[config.mk]
export PLATFORM = sky130hd
export DESIGN_NAME = power_mode_controller
export DESIGN_NICKNAME = d
export VERILOG_FILES = /design/src/pmc_pkg.sv /design/src/pmc_wake_if.sv /design/src/wake_capture.sv /design/src/power_mode_controller.sv
export SDC_FILE = /design/constraint.sdc
export NUM_CORES = 1
export LEC_CHECK = 0
export BUFFER_PORTS_ARGS = -buffer_cell sky130_fd_sc_hd__buf_4
export CORE_MARGIN = 2
export CORE_UTILIZATION = 40
export DETAILED_ROUTE_END_ITERATION = 8
export PLACE_DENSITY = 0.61
export SYNTH_ARGS = -nofsm -noshare
export SYNTH_HDL_FRONTEND = slang
export SYNTH_SLANG_ARGS = --single-unit
[constraint.sdc]
create_clock -name CLK_I -period 4.8 [get_ports CLK_I]
set_input_delay 0.48 -clock CLK_I [delete_from_list [all_inputs] [get_ports CLK_I]]
set_output_delay 0.48 -clock CLK_I [all_outputs]
set_load 0.05 [all_outputs]
[src/pmc_pkg.sv]
/*
 * Shared constants, register map and types of the power mode controller.
 * Assumes one 250 MHz clock and an APB master with 32-bit data.
 */
// Operation
// - Always exactly one of four power modes.
// - Good system supply returns any other mode to mission next cycle.
// - Supply drop clears the supply-good status.
// - Supply loss: battery, event pulse, status update.
// - MPU keeps running from mission into brownout.
// - Compute engine keeps running in brownout.
// - PLL speed unchanged by brownout entry from mission.
// - Peripherals stay enabled in brownout.
// - Firmware may request display-only or sleep.
// - Supply return: mission, system power, event.
// - Wake events move display-only or sleep to brownout.
// - Display-only bit commands display-only mode.
// - Display-only from mission wakes at once.
// - Display-only: rail off, MPU off, segments driven.
// - Two segments blink without the MPU.
// - Leaving low power restarts MPU, resets config.
// - Sleep bit in brownout enters sleep.
// - Sleep mode disconnects the digital rail.
// - Sleep left only by power or wake.
// - Sleep with supply present bounces to mission.
// - Watchdog held reset while wake is low.
package pmc_pkg;

    typedef enum logic [1:0]
    {
        MODE_MISSION = 2'b00,
        MODE_BROWNOUT = 2'b01,
        MODE_DISPLAY = 2'b10,
        MODE_SLEEP = 2'b11
    } mode_t;

    // The upper mode bit marks the two modes that drop the digital rail.
    localparam int MODE_LOW_BIT = 1;

    localparam int ADDR_W = 8;
    localparam int DATA_W = 32;
    localparam logic [ADDR_W-1:0] CTRL_OFS = 8'h00;
    localparam logic [ADDR_W-1:0] STATUS_OFS = 8'h04;
    localparam logic [ADDR_W-1:0] EVENT_OFS = 8'h08;
    localparam logic [ADDR_W-1:0] SEG_OFS = 8'h0C;
    localparam logic [ADDR_W-1:0] TIMER_OFS = 8'h10;

    localparam int CTL_W = 6;
    localparam int CTL_DISPLAY_BIT = 0;
    localparam int CTL_SLEEP_BIT = 1;
    localparam int CTL_PLL_FAST_BIT = 2;
    localparam int CTL_CE_RUN_BIT = 3;
    localparam int CTL_BLINK_A_BIT = 4;
    localparam int CTL_BLINK_B_BIT = 5;
    localparam logic [CTL_W-1:0] CTRL_RESET = 6'h0C;

    localparam int EV_W = 3;
    localparam int EV_LOST_BIT = 0;
    localparam int EV_BACK_BIT = 1;
    localparam int EV_WOKE_BIT = 2;

    localparam int STAT_W = 3;
    localparam logic [STAT_W-1:0] STAT_SYSTEM = 3'h1;
    localparam logic [STAT_W-1:0] STAT_BATTERY = 3'h2;

    // Pins: push button, wake pins a, b, c, serial receive, optical receive.
    localparam int PIN_W = 6;
    localparam logic [PIN_W-1:0] RISING_MASK = 6'h0F;
    // Sources: timer, push button, pins a, b, c, either serial input.
    localparam int WAKE_SRC_W = 6;

    localparam int SEG_W = 32;
    localparam int BLINK_A_IDX = 0;
    localparam int BLINK_B_IDX = 1;

    localparam int TMR_W = 16;
    localparam logic [TMR_W-1:0] TMR_LAST = 16'h0001;
    localparam int CNT_W = 32;

    localparam longint CLK_PERIOD_PS = 64'h0000_0000_0000_0FA0;
    localparam longint PS_PER_MS = 64'h0000_0000_3B9A_CA00;
    localparam longint TICK_MS = 64'h1;
    localparam longint BLINK_HALF_MS = 64'h1F4;
    localparam int TICK_CYCLES_DEF = int'((TICK_MS * PS_PER_MS) / CLK_PERIOD_PS);
    localparam int BLINK_HALF_CYCLES_DEF = int'((BLINK_HALF_MS * PS_PER_MS) / CLK_PERIOD_PS);

endpackage

[src/pmc_wake_if.sv]
/*
 * Carrier between the mode controller and the wake capture block.
 * Assumes both ends run on the same clock and reset.
 */
`timescale 1ns/1ps
interface pmc_wake_if
    import pmc_pkg::*;
();
    logic arm;
    logic timer_expired;
    logic supply_good;
    logic [WAKE_SRC_W-1:0] pending_src;

    modport capture
    (
        input arm,
        input timer_expired,
        output supply_good,
        output pending_src
    );

    modport ctrl
    (
        output arm,
        output timer_expired,
        input supply_good,
        input pending_src
    );
endinterface

[src/wake_capture.sv]
/*
 * Synchronises the supply comparator and wake pins, detects edges and
 * holds wake events while the controller arms it in low power.
 * Assumes pins are asynchronous to the clock.
 */
`timescale 1ns/1ps
module wake_capture
    import pmc_pkg::*;
(
    input wire logic clk_i,
    input wire logic rst_n_i,
    input wire logic supply_pin_i,
    input wire logic [PIN_W-1:0] pins_i,
    pmc_wake_if.capture wif
);
    // The supply flops reset high so that reset release does not fake a loss.
    localparam logic [PIN_W:0] SYNC_RESET = {1'h1, {PIN_W{1'h0}}};

    logic [PIN_W:0] meta_q;
    logic [PIN_W:0] sync_q;
    logic [PIN_W-1:0] prev_q;
    logic [PIN_W-1:0] edge_w;
    logic [WAKE_SRC_W-1:0] event_w;
    logic [WAKE_SRC_W-1:0] pend_q;

    ////////////////////////////////////////////////////////////////////////
    always_ff @(posedge clk_i or negedge rst_n_i)
    begin
        if (!rst_n_i)
        begin
            meta_q <= SYNC_RESET;
            sync_q <= SYNC_RESET;
            prev_q <= '0;
        end
        else
        begin
            meta_q <= {supply_pin_i, pins_i};
            sync_q <= meta_q;
            prev_q <= sync_q[PIN_W-1:0];
        end
    end

    genvar g;
    generate
        for (g = 0; g < PIN_W; g++)
        begin : g_edge
            // Serial inputs wake on any transition, the rest on a rising edge.
            assign edge_w[g] = RISING_MASK[g] ? (sync_q[g] & ~prev_q[g])
                                              : (sync_q[g] ^ prev_q[g]);
        end
    endgenerate

    assign event_w = {edge_w[5] | edge_w[4], edge_w[3:0], wif.timer_expired};
    assign wif.supply_good = sync_q[PIN_W];
    assign wif.pending_src = pend_q;

    ////////////////////////////////////////////////////////////////////////
    always_ff @(posedge clk_i or negedge rst_n_i)
    begin
        if (!rst_n_i)
            pend_q <= '0;
        else if (!wif.arm)
            pend_q <= '0;
        else
            pend_q <= pend_q | event_w;
    end
endmodule

[src/power_mode_controller.sv]
/*
 * Power mode sequencer with APB registers: mission, brownout,
 * display-only and sleep modes, supply events, rail gating, MPU restart,
 * wake timer and autonomous segment blink.
 * Assumes an APB master on CLK_I and asynchronous supply and wake pins.
 */
`timescale 1ns/1ps
module power_mode_controller
    import pmc_pkg::*;
#(
    parameter int TICK_CYCLES = TICK_CYCLES_DEF,
    parameter int BLINK_HALF_CYCLES = BLINK_HALF_CYCLES_DEF
)
(
    input wire logic CLK_I,
    input wire logic NRST_I,
    input wire logic PSEL_I,
    input wire logic PENABLE_I,
    input wire logic PWRITE_I,
    input wire logic [ADDR_W-1:0] PADDR_I,
    input wire logic [DATA_W-1:0] PWDATA_I,
    output logic [DATA_W-1:0] PRDATA_O,
    output logic PREADY_O,
    output logic PSLVERR_O,
    input wire logic SUPPLY_GOOD_I,
    input wire logic PUSH_BUTTON_WAKE_I,
    input wire logic WAKE_PIN_A_I,
    input wire logic WAKE_PIN_B_I,
    input wire logic WAKE_PIN_C_I,
    input wire logic SERIAL_RX_I,
    input wire logic OPTICAL_RECEIVE_INPUT_I,
    output logic [1:0] MODE_O,
    output logic [STAT_W-1:0] SUPPLY_STATUS_FIELD_O,
    output logic SUPPLY_EVENT_O,
    output logic BATTERY_SELECT_O,
    output logic DIGITAL_SUPPLY_RAIL_EN_O,
    output logic MPU_RUN_O,
    output logic MPU_RESTART_O,
    output logic PERIPH_EN_O,
    output logic CE_RUN_O,
    output logic PLL_FAST_O,
    output logic WAKE_O,
    output logic WDT_RESET_O,
    output logic [SEG_W-1:0] SEGMENT_DATA_REGS_O,
    output logic BLINK_SEGMENT_A_O,
    output logic BLINK_SEGMENT_B_O
);
    mode_t mode_q;
    mode_t mode_d;
    logic bat_q;
    logic evt_q;
    logic restart_q;
    logic [STAT_W-1:0] field_q;
    logic [CTL_W-1:0] ctrl_q;
    logic [EV_W-1:0] ev_q;
    logic [WAKE_SRC_W-1:0] src_q;
    logic [SEG_W-1:0] seg_q;
    logic [TMR_W-1:0] tmr_load_q;
    logic [TMR_W-1:0] tmr_cnt_q;
    logic [CNT_W-1:0] tick_q;
    logic [CNT_W-1:0] blink_q;
    logic phase_q;
    logic [DATA_W-1:0] prdata_q;

    pmc_wake_if wif();

    wake_capture u_wake
    (
        .clk_i(CLK_I),
        .rst_n_i(NRST_I),
        .supply_pin_i(SUPPLY_GOOD_I),
        .pins_i({OPTICAL_RECEIVE_INPUT_I, SERIAL_RX_I, WAKE_PIN_C_I,
                 WAKE_PIN_B_I, WAKE_PIN_A_I, PUSH_BUTTON_WAKE_I}),
        .wif(wif.capture)
    );

    ////////////////////////////////////////////////////////////////////////
    // Register bus decode.
    logic apb_setup;
    logic apb_access;
    logic apb_write;
    logic sel_ctrl;
    logic sel_status;
    logic sel_event;
    logic sel_seg;
    logic sel_timer;
    logic addr_hit;
    logic wr_ctrl;
    logic wr_event;
    logic wr_seg;
    logic wr_timer;
    logic [DATA_W-1:0] status_w;
    logic [DATA_W-1:0] rdata_w;

    assign apb_setup = PSEL_I && !PENABLE_I;
    assign apb_access = PSEL_I && PENABLE_I;
    assign apb_write = apb_access && PWRITE_I;
    assign sel_ctrl = PADDR_I == CTRL_OFS;
    assign sel_status = PADDR_I == STATUS_OFS;
    assign sel_event = PADDR_I == EVENT_OFS;
    assign sel_seg = PADDR_I == SEG_OFS;
    assign sel_timer = PADDR_I == TIMER_OFS;
    assign addr_hit = sel_ctrl | sel_status | sel_event | sel_seg | sel_timer;
    assign wr_ctrl = apb_write && sel_ctrl;
    assign wr_event = apb_write && sel_event;
    assign wr_seg = apb_write && sel_seg;
    assign wr_timer = apb_write && sel_timer;

    // Status layout, low to high: mode, status field, supply good, last wake.
    assign status_w = DATA_W'({src_q, wif.supply_good, field_q, mode_q});
    assign rdata_w = ({DATA_W{sel_ctrl}} & DATA_W'(ctrl_q))
                   | ({DATA_W{sel_status}} & status_w)
                   | ({DATA_W{sel_event}} & DATA_W'(ev_q))
                   | ({DATA_W{sel_seg}} & seg_q)
                   | ({DATA_W{sel_timer}} & DATA_W'(tmr_load_q));

    // Zero wait states: read data is captured in the setup cycle.
    assign PREADY_O = 1'h1;
    assign PSLVERR_O = apb_access && !addr_hit;
    assign PRDATA_O = prdata_q;

    always_ff @(posedge CLK_I or negedge NRST_I)
    begin
        if (!NRST_I)
            prdata_q <= '0;
        else if (apb_setup && !PWRITE_I)
            prdata_q <= addr_hit ? rdata_w : '0;
    end

    ////////////////////////////////////////////////////////////////////////
    // Mode sequencing.
    logic good;
    logic low_q;
    logic low_d;
    logic enter_low;
    logic leave_low;
    logic lost_w;
    logic back_w;
    logic sleep_req;
    logic disp_req;
    logic woke_w;

    assign good = wif.supply_good;
    assign low_q = mode_q[MODE_LOW_BIT];
    assign low_d = mode_d[MODE_LOW_BIT];
    assign enter_low = !low_q && low_d;
    assign leave_low = low_q && !low_d;
    assign sleep_req = ctrl_q[CTL_SLEEP_BIT];
    assign disp_req = ctrl_q[CTL_DISPLAY_BIT];
    assign woke_w = |wif.pending_src;
    assign lost_w = !bat_q && !good;
    assign back_w = bat_q && good;
    assign wif.arm = low_q;

    always_comb
    begin
        mode_d = mode_q;
        case (mode_q)
            MODE_MISSION:
            begin
                if (!good)
                    mode_d = MODE_BROWNOUT;
                else if (sleep_req)
                    mode_d = MODE_SLEEP;
                else if (disp_req)
                    mode_d = MODE_DISPLAY;
            end
            MODE_BROWNOUT:
            begin
                if (good)
                    mode_d = MODE_MISSION;
                else if (sleep_req)
                    mode_d = MODE_SLEEP;
                else if (disp_req)
                    mode_d = MODE_DISPLAY;
            end
            MODE_DISPLAY, MODE_SLEEP:
            begin
                // Only power return or a wake source ends low power.
                if (good)
                    mode_d = MODE_MISSION;
                else if (woke_w)
                    mode_d = MODE_BROWNOUT;
            end
            default:
                mode_d = MODE_MISSION;
        endcase
    end

    always_ff @(posedge CLK_I or negedge NRST_I)
    begin
        if (!NRST_I)
        begin
            mode_q <= MODE_MISSION;
            bat_q <= 1'h0;
            field_q <= STAT_SYSTEM;
            evt_q <= 1'h0;
            restart_q <= 1'h0;
        end
        else
        begin
            mode_q <= mode_d;
            bat_q <= lost_w ? 1'h1 : (back_w ? 1'h0 : bat_q);
            field_q <= lost_w ? STAT_BATTERY : (back_w ? STAT_SYSTEM : field_q);
            evt_q <= lost_w | back_w;
            restart_q <= leave_low;
        end
    end

    ////////////////////////////////////////////////////////////////////////
    // Control, event, wake source, segment and timer registers.
    logic [EV_W-1:0] ev_set;
    logic [EV_W-1:0] ev_clr;

    assign ev_set = {leave_low, back_w, lost_w};
    assign ev_clr = wr_event ? PWDATA_I[EV_W-1:0] : '0;

    always_ff @(posedge CLK_I or negedge NRST_I)
    begin
        if (!NRST_I)
            ctrl_q <= CTRL_RESET;
        else if (leave_low)
            ctrl_q <= CTRL_RESET;
        else if (wr_ctrl)
            ctrl_q <= PWDATA_I[CTL_W-1:0];
    end

    // A new event in the clearing cycle survives the write of one.
    always_ff @(posedge CLK_I or negedge NRST_I)
    begin
        if (!NRST_I)
            ev_q <= '0;
        else
            ev_q <= (ev_q & ~ev_clr) | ev_set;
    end

    // Segment and timer data are kept across low power like nonvolatile state.
    always_ff @(posedge CLK_I or negedge NRST_I)
    begin
        if (!NRST_I)
        begin
            src_q <= '0;
            seg_q <= '0;
            tmr_load_q <= '0;
        end
        else
        begin
            src_q <= leave_low ? wif.pending_src : src_q;
            seg_q <= wr_seg ? PWDATA_I : seg_q;
            tmr_load_q <= wr_timer ? PWDATA_I[TMR_W-1:0] : tmr_load_q;
        end
    end

    ////////////////////////////////////////////////////////////////////////
    // Wake timer in millisecond ticks; a load of zero disables it.
    logic tick_w;

    assign tick_w = tick_q == CNT_W'(TICK_CYCLES - 1);
    assign wif.timer_expired = low_q && tick_w && (tmr_cnt_q == TMR_LAST);

    always_ff @(posedge CLK_I or negedge NRST_I)
    begin
        if (!NRST_I)
            tick_q <= '0;
        else if (!low_q || tick_w)
            tick_q <= '0;
        else
            tick_q <= tick_q + 1'h1;
    end

    always_ff @(posedge CLK_I or negedge NRST_I)
    begin
        if (!NRST_I)
            tmr_cnt_q <= '0;
        else if (enter_low)
            tmr_cnt_q <= tmr_load_q;
        else if (low_q && tick_w && (tmr_cnt_q != '0))
            tmr_cnt_q <= tmr_cnt_q - 1'h1;
    end

    ////////////////////////////////////////////////////////////////////////
    // Blink phase runs freely so display-only mode needs no MPU help.
    logic blink_end;
    logic in_display;

    assign blink_end = blink_q == CNT_W'(BLINK_HALF_CYCLES - 1);
    assign in_display = mode_q == MODE_DISPLAY;

    always_ff @(posedge CLK_I or negedge NRST_I)
    begin
        if (!NRST_I)
        begin
            blink_q <= '0;
            phase_q <= 1'h0;
        end
        else
        begin
            blink_q <= blink_end ? '0 : blink_q + 1'h1;
            phase_q <= blink_end ? !phase_q : phase_q;
        end
    end

    assign BLINK_SEGMENT_A_O = seg_q[BLINK_A_IDX]
        & !(in_display && ctrl_q[CTL_BLINK_A_BIT] && phase_q);
    assign BLINK_SEGMENT_B_O = seg_q[BLINK_B_IDX]
        & !(in_display && ctrl_q[CTL_BLINK_B_BIT] && phase_q);

    ////////////////////////////////////////////////////////////////////////
    // Outputs.
    assign MODE_O = mode_q;
    assign SUPPLY_STATUS_FIELD_O = field_q;
    assign SUPPLY_EVENT_O = evt_q;
    assign BATTERY_SELECT_O = bat_q;
    assign DIGITAL_SUPPLY_RAIL_EN_O = !low_q;
    assign MPU_RUN_O = !low_q;
    assign MPU_RESTART_O = restart_q;
    assign PERIPH_EN_O = !low_q;
    assign CE_RUN_O = ctrl_q[CTL_CE_RUN_BIT];
    assign PLL_FAST_O = ctrl_q[CTL_PLL_FAST_BIT];
    assign WAKE_O = !low_q;
    assign WDT_RESET_O = !WAKE_O;
    assign SEGMENT_DATA_REGS_O = seg_q;
endmodule

==> flow_summary.json <==
{
  "max_cap_viol_count": 0,
  "outcome": "finished clean",
  "clock_skew_ps": 11.00,
  "io_pins": 135,
  "nets": 1028,
  "ant_nets": 0,
  "seq_area_frac_synth_pct": 56.44,
  "vdd_drop_max_mv": 0.1762,
  "placeableCoreArea_um2": 22640,
  "drc": 0,
  "hold_buffers": 0,
  "holdWs_ps": 74.62,
  "switchingPower_uw": 933.5,
  "slew_viol_final": 0,
  "critical_path.max_fanout": 31,
  "synth_nets": 900,
  "hold_viol": 0,
  "ctsHtreeMaxLevel": 1,
  "tritoncts": "yes",
  "fin_area_um2": 11240,
  "cts_buffers": 23,
  "setup_viol": 0,
  "yosysTopAreaCell": "dfrtp_1",
  "cp-startpoint": "tick_q[10]",
  "synthArstFlopShare_pct": 100.0,
  "power_frac_comb_pct": 8.3,
  "fill_cells": 2075,
  "seq_area_um2": 5211,
  "avgSynthCellArea_um2": 10.98,
  "avgViaCountPerCell": 5.236,
  "rows": 55,
  "cp_common_cell": "or4_1",
  "period_needed_ps": 3189,
  "cts_max_path_buffers": 3,
  "criticalPathCategory": "reg -> reg",
  "synthSimpleGateAreaFrac_pct": 18.34,
  "rsz0062_at_grt": "no",
  "drt_iter0_markers": 422,
  "area_growth_syn_to_layout_pct": 21.72,
  "fmax_mhz": 313.5,
  "ys_warn_count": 0,
  "slew_headroom_pct": 26.41,
  "synth_top_family_by_area": "simple AND/OR/NAND/NOR gates",
  "setup.worst_path.end": "tick_q[12]",
  "period_share_pct": 66.45,
  "ff2ff_path_depth": 5,
  "crit_chain": "or4_1 -> or4_1 -> or2_1 -> nand2_1 -> nor2_1",
  "synthMuxAreaShare_pct": 7.576,
  "antenna_found_initial": 0,
  "slowest_delay_ps": 800,
  "p_seq_share_pct": 47.9,
  "antenna_cells": 0,
  "fp.dieH_um": 155.9,
  "mostFrequentLayoutCells": "203 x dfrtp_1, 139 x buf_4, 116 x nand2_1, 83 x nor2_1, 46 x mux2_2",
  "drive_gt1_share_pct": 25.05,
  "final_common_cell": "dfrtp_1",
  "overflow": 0,
  "synth_edf_count": 0,
  "synth_flop_cell": "dfrtp_1",
  "clk_latency_ps": 510,
  "postPlaceCellArea_um2": 10510,
  "r2r_end": "tick_q[12]",
  "worstPathArrival_ps": 3530,
  "post-dp-hpwl_um": 14830,
  "vias": 6655,
  "rr_startpoint": "tick_q[10]",
  "p_clk_share_pct": 43.8,
  "r2r_setup_slack_ps": 1610,
  "slowest_stage": "nand2_1",
  "power_density_nw_per_um2": 340.6,
  "grt_pass1_vias": 6632,
  "syn-cell-area_um2": 9233,
  "grt_max_degree": 130,
  "synth_area_leaders": "dfrtp_1 55%, mux2_2 5.6%, nand2_1 4.7%",
  "start_kind": "flop",
  "clock-sinks": 208,
  "cts-root-buf": "clkbuf_16",
  "die_area_um2": 24310,
  "gp_congestion": 0.8254,
  "initial_utilization_pct": 40.78,
  "track_usage_pct": 17.83,
  "clk_pin_slew_worst_paths_ps": 60,
  "fin_setup_tns_ps": 0,
  "critPathCaptureType": "flop",
  "tightest_slew_ps": 1104,
  "wl_per_cell_um": 16.78,
  "cts_setup_buffers": 0,
  "synthXorXnorAreaFrac_pct": 6.546,
  "synth_adder_area_share_pct": 0.9486,
  "synth.distinct_cells": 60,
  "switching_share_pct": 24.39,
  "synth_compound_area_share_pct": 7.386,
  "drtPass1Iterations": 4,
  "p_int_mw": 2.894,
  "ctsResizeCount": 0,
  "synth_cells": 841,
  "grt_pass1_wl_um": 35310,
  "hold_path.class": "in -> async",
  "synth.ff_latch_count": 208,
  "synth_top_area_share_pct": 55.02,
  "leakagePower_nw": 5.260,
  "finalWirelength_um": 21330,
  "port_buffers": 132,
  "multi_input_area_um2": 3806,
  "cp.required_ps": 5140,
  "die_w_um": 155.9
}
## routing by layer
layer	global-route usage, %	share of wire [%]	vias up
li1	-	-	3204
met1	26.05	49	3266
met2	27.75	44	158
met3	3.306	5.9	27
met4	4.019	1.5	0
met5	0	0	-
## synth_stat cells (4+ instances only)
master / n
inv_1: 16
a21oi_1: 11
nand3_1: 32
ha_1: 7
nor3_1: 22
nand2b_1: 5
and3_1: 11
nor2_1: 84
dfstp_2: 5
nor4b_1: 4
nor3b_1: 4
mux2i_1: 8
mux2_2: 46
nor4_1: 12
clkbuf_1: 19
a22o_1: 4
a22oi_1: 7
or4_1: 6
a21boi_0: 4
a222oi_1: 5
dfrtp_1: 203
nand4_1: 20
o21ai_0: 30
xor2_1: 41
buf_4: 9
buf_2: 9
and4_1: 4
and2_1: 4
a2111oi_2: 5
nand2_1: 116
xnor2_1: 28
o21ai_1: 14
## logic make-up (layout without fill, tap and decap cells)
| kind of cell | after synthesis | count (layout) |
|---|---|---|
| buf+inv | 54 | 199 |
| compound gates | 95 | 95 |
| flops | 208 | 208 |
| simple gates | 346 | 346 |
| xor+xnor | 69 | 69 |
| fa+ha+maj | 7 | 7 |
| mux | 60 | 60 |
| other cells | 2 | 2 |
## power groups by stage
stage	clock [mW]	combinational (mW)	sequential, mW
floorplan	0	0.110	1.93
global placement	0	0.323	1.86
detailed placement	0	0.324	1.86
CTS	1.72	0.325	1.83
global route	1.80	0.346	1.84
finish	1.68	0.319	1.83
## critical path, delay by kind of cell (launching register included)
| kind | cells | cell delay (ps) |
|---|---|---|
| and+or+nand+nor | 5 | 2600 |
| DFF | 1 | 420 |
## worst min-delay path by stage
stage	to	slack [ps]	cells past startpoint
after floorplan	MODE_O[0]	180	0
after global placement	u_wake.sync_q[0]	340	0
after detailed placement	u_wake.sync_q[5]	340	0
after CTS	u_wake.meta_q[0]	60	1
after global routing	u_wake.meta_q[2]	60	1
final	PRDATA_O[14]	70	1
## stage by stage
step	instances	power (mW)	util, %	setup slack, ps
global route	1271	3.980	49.64	1343
detailed placement	1229	2.188	46.43	1187
floorplan	841	2.040	-	1973
global placement	1229	2.185	46.43	1267
CTS	1271	3.880	49.64	1569
finish	1271	3.828	49.64	1611
## sequential cells by signal, summed over array words and instances (netlist names), 7 cells and up
register	flops
tick_q	32
SEGMENT_DATA_REGS_O	32
blink_q	32
tmr_load_q	16
PRDATA_O	32
u_wake.sync_q	7
u_wake.meta_q	7
tmr_cnt_q	16
## area by class of cell
| cell class | count | area share (%) |
|---|---|---|
| inverters | 16 | 0.5344 |
| flip-flops and latches | 208 | 46.37 |
| multi-input cells | 579 | 33.87 |
| clock buffers | 37 | 6.212 |
| repair buffers | 141 | 9.586 |
| well taps | 285 | 3.173 |
| clock inverters | 5 | 0.2561 |
Power figures use the tool's default switching activity.
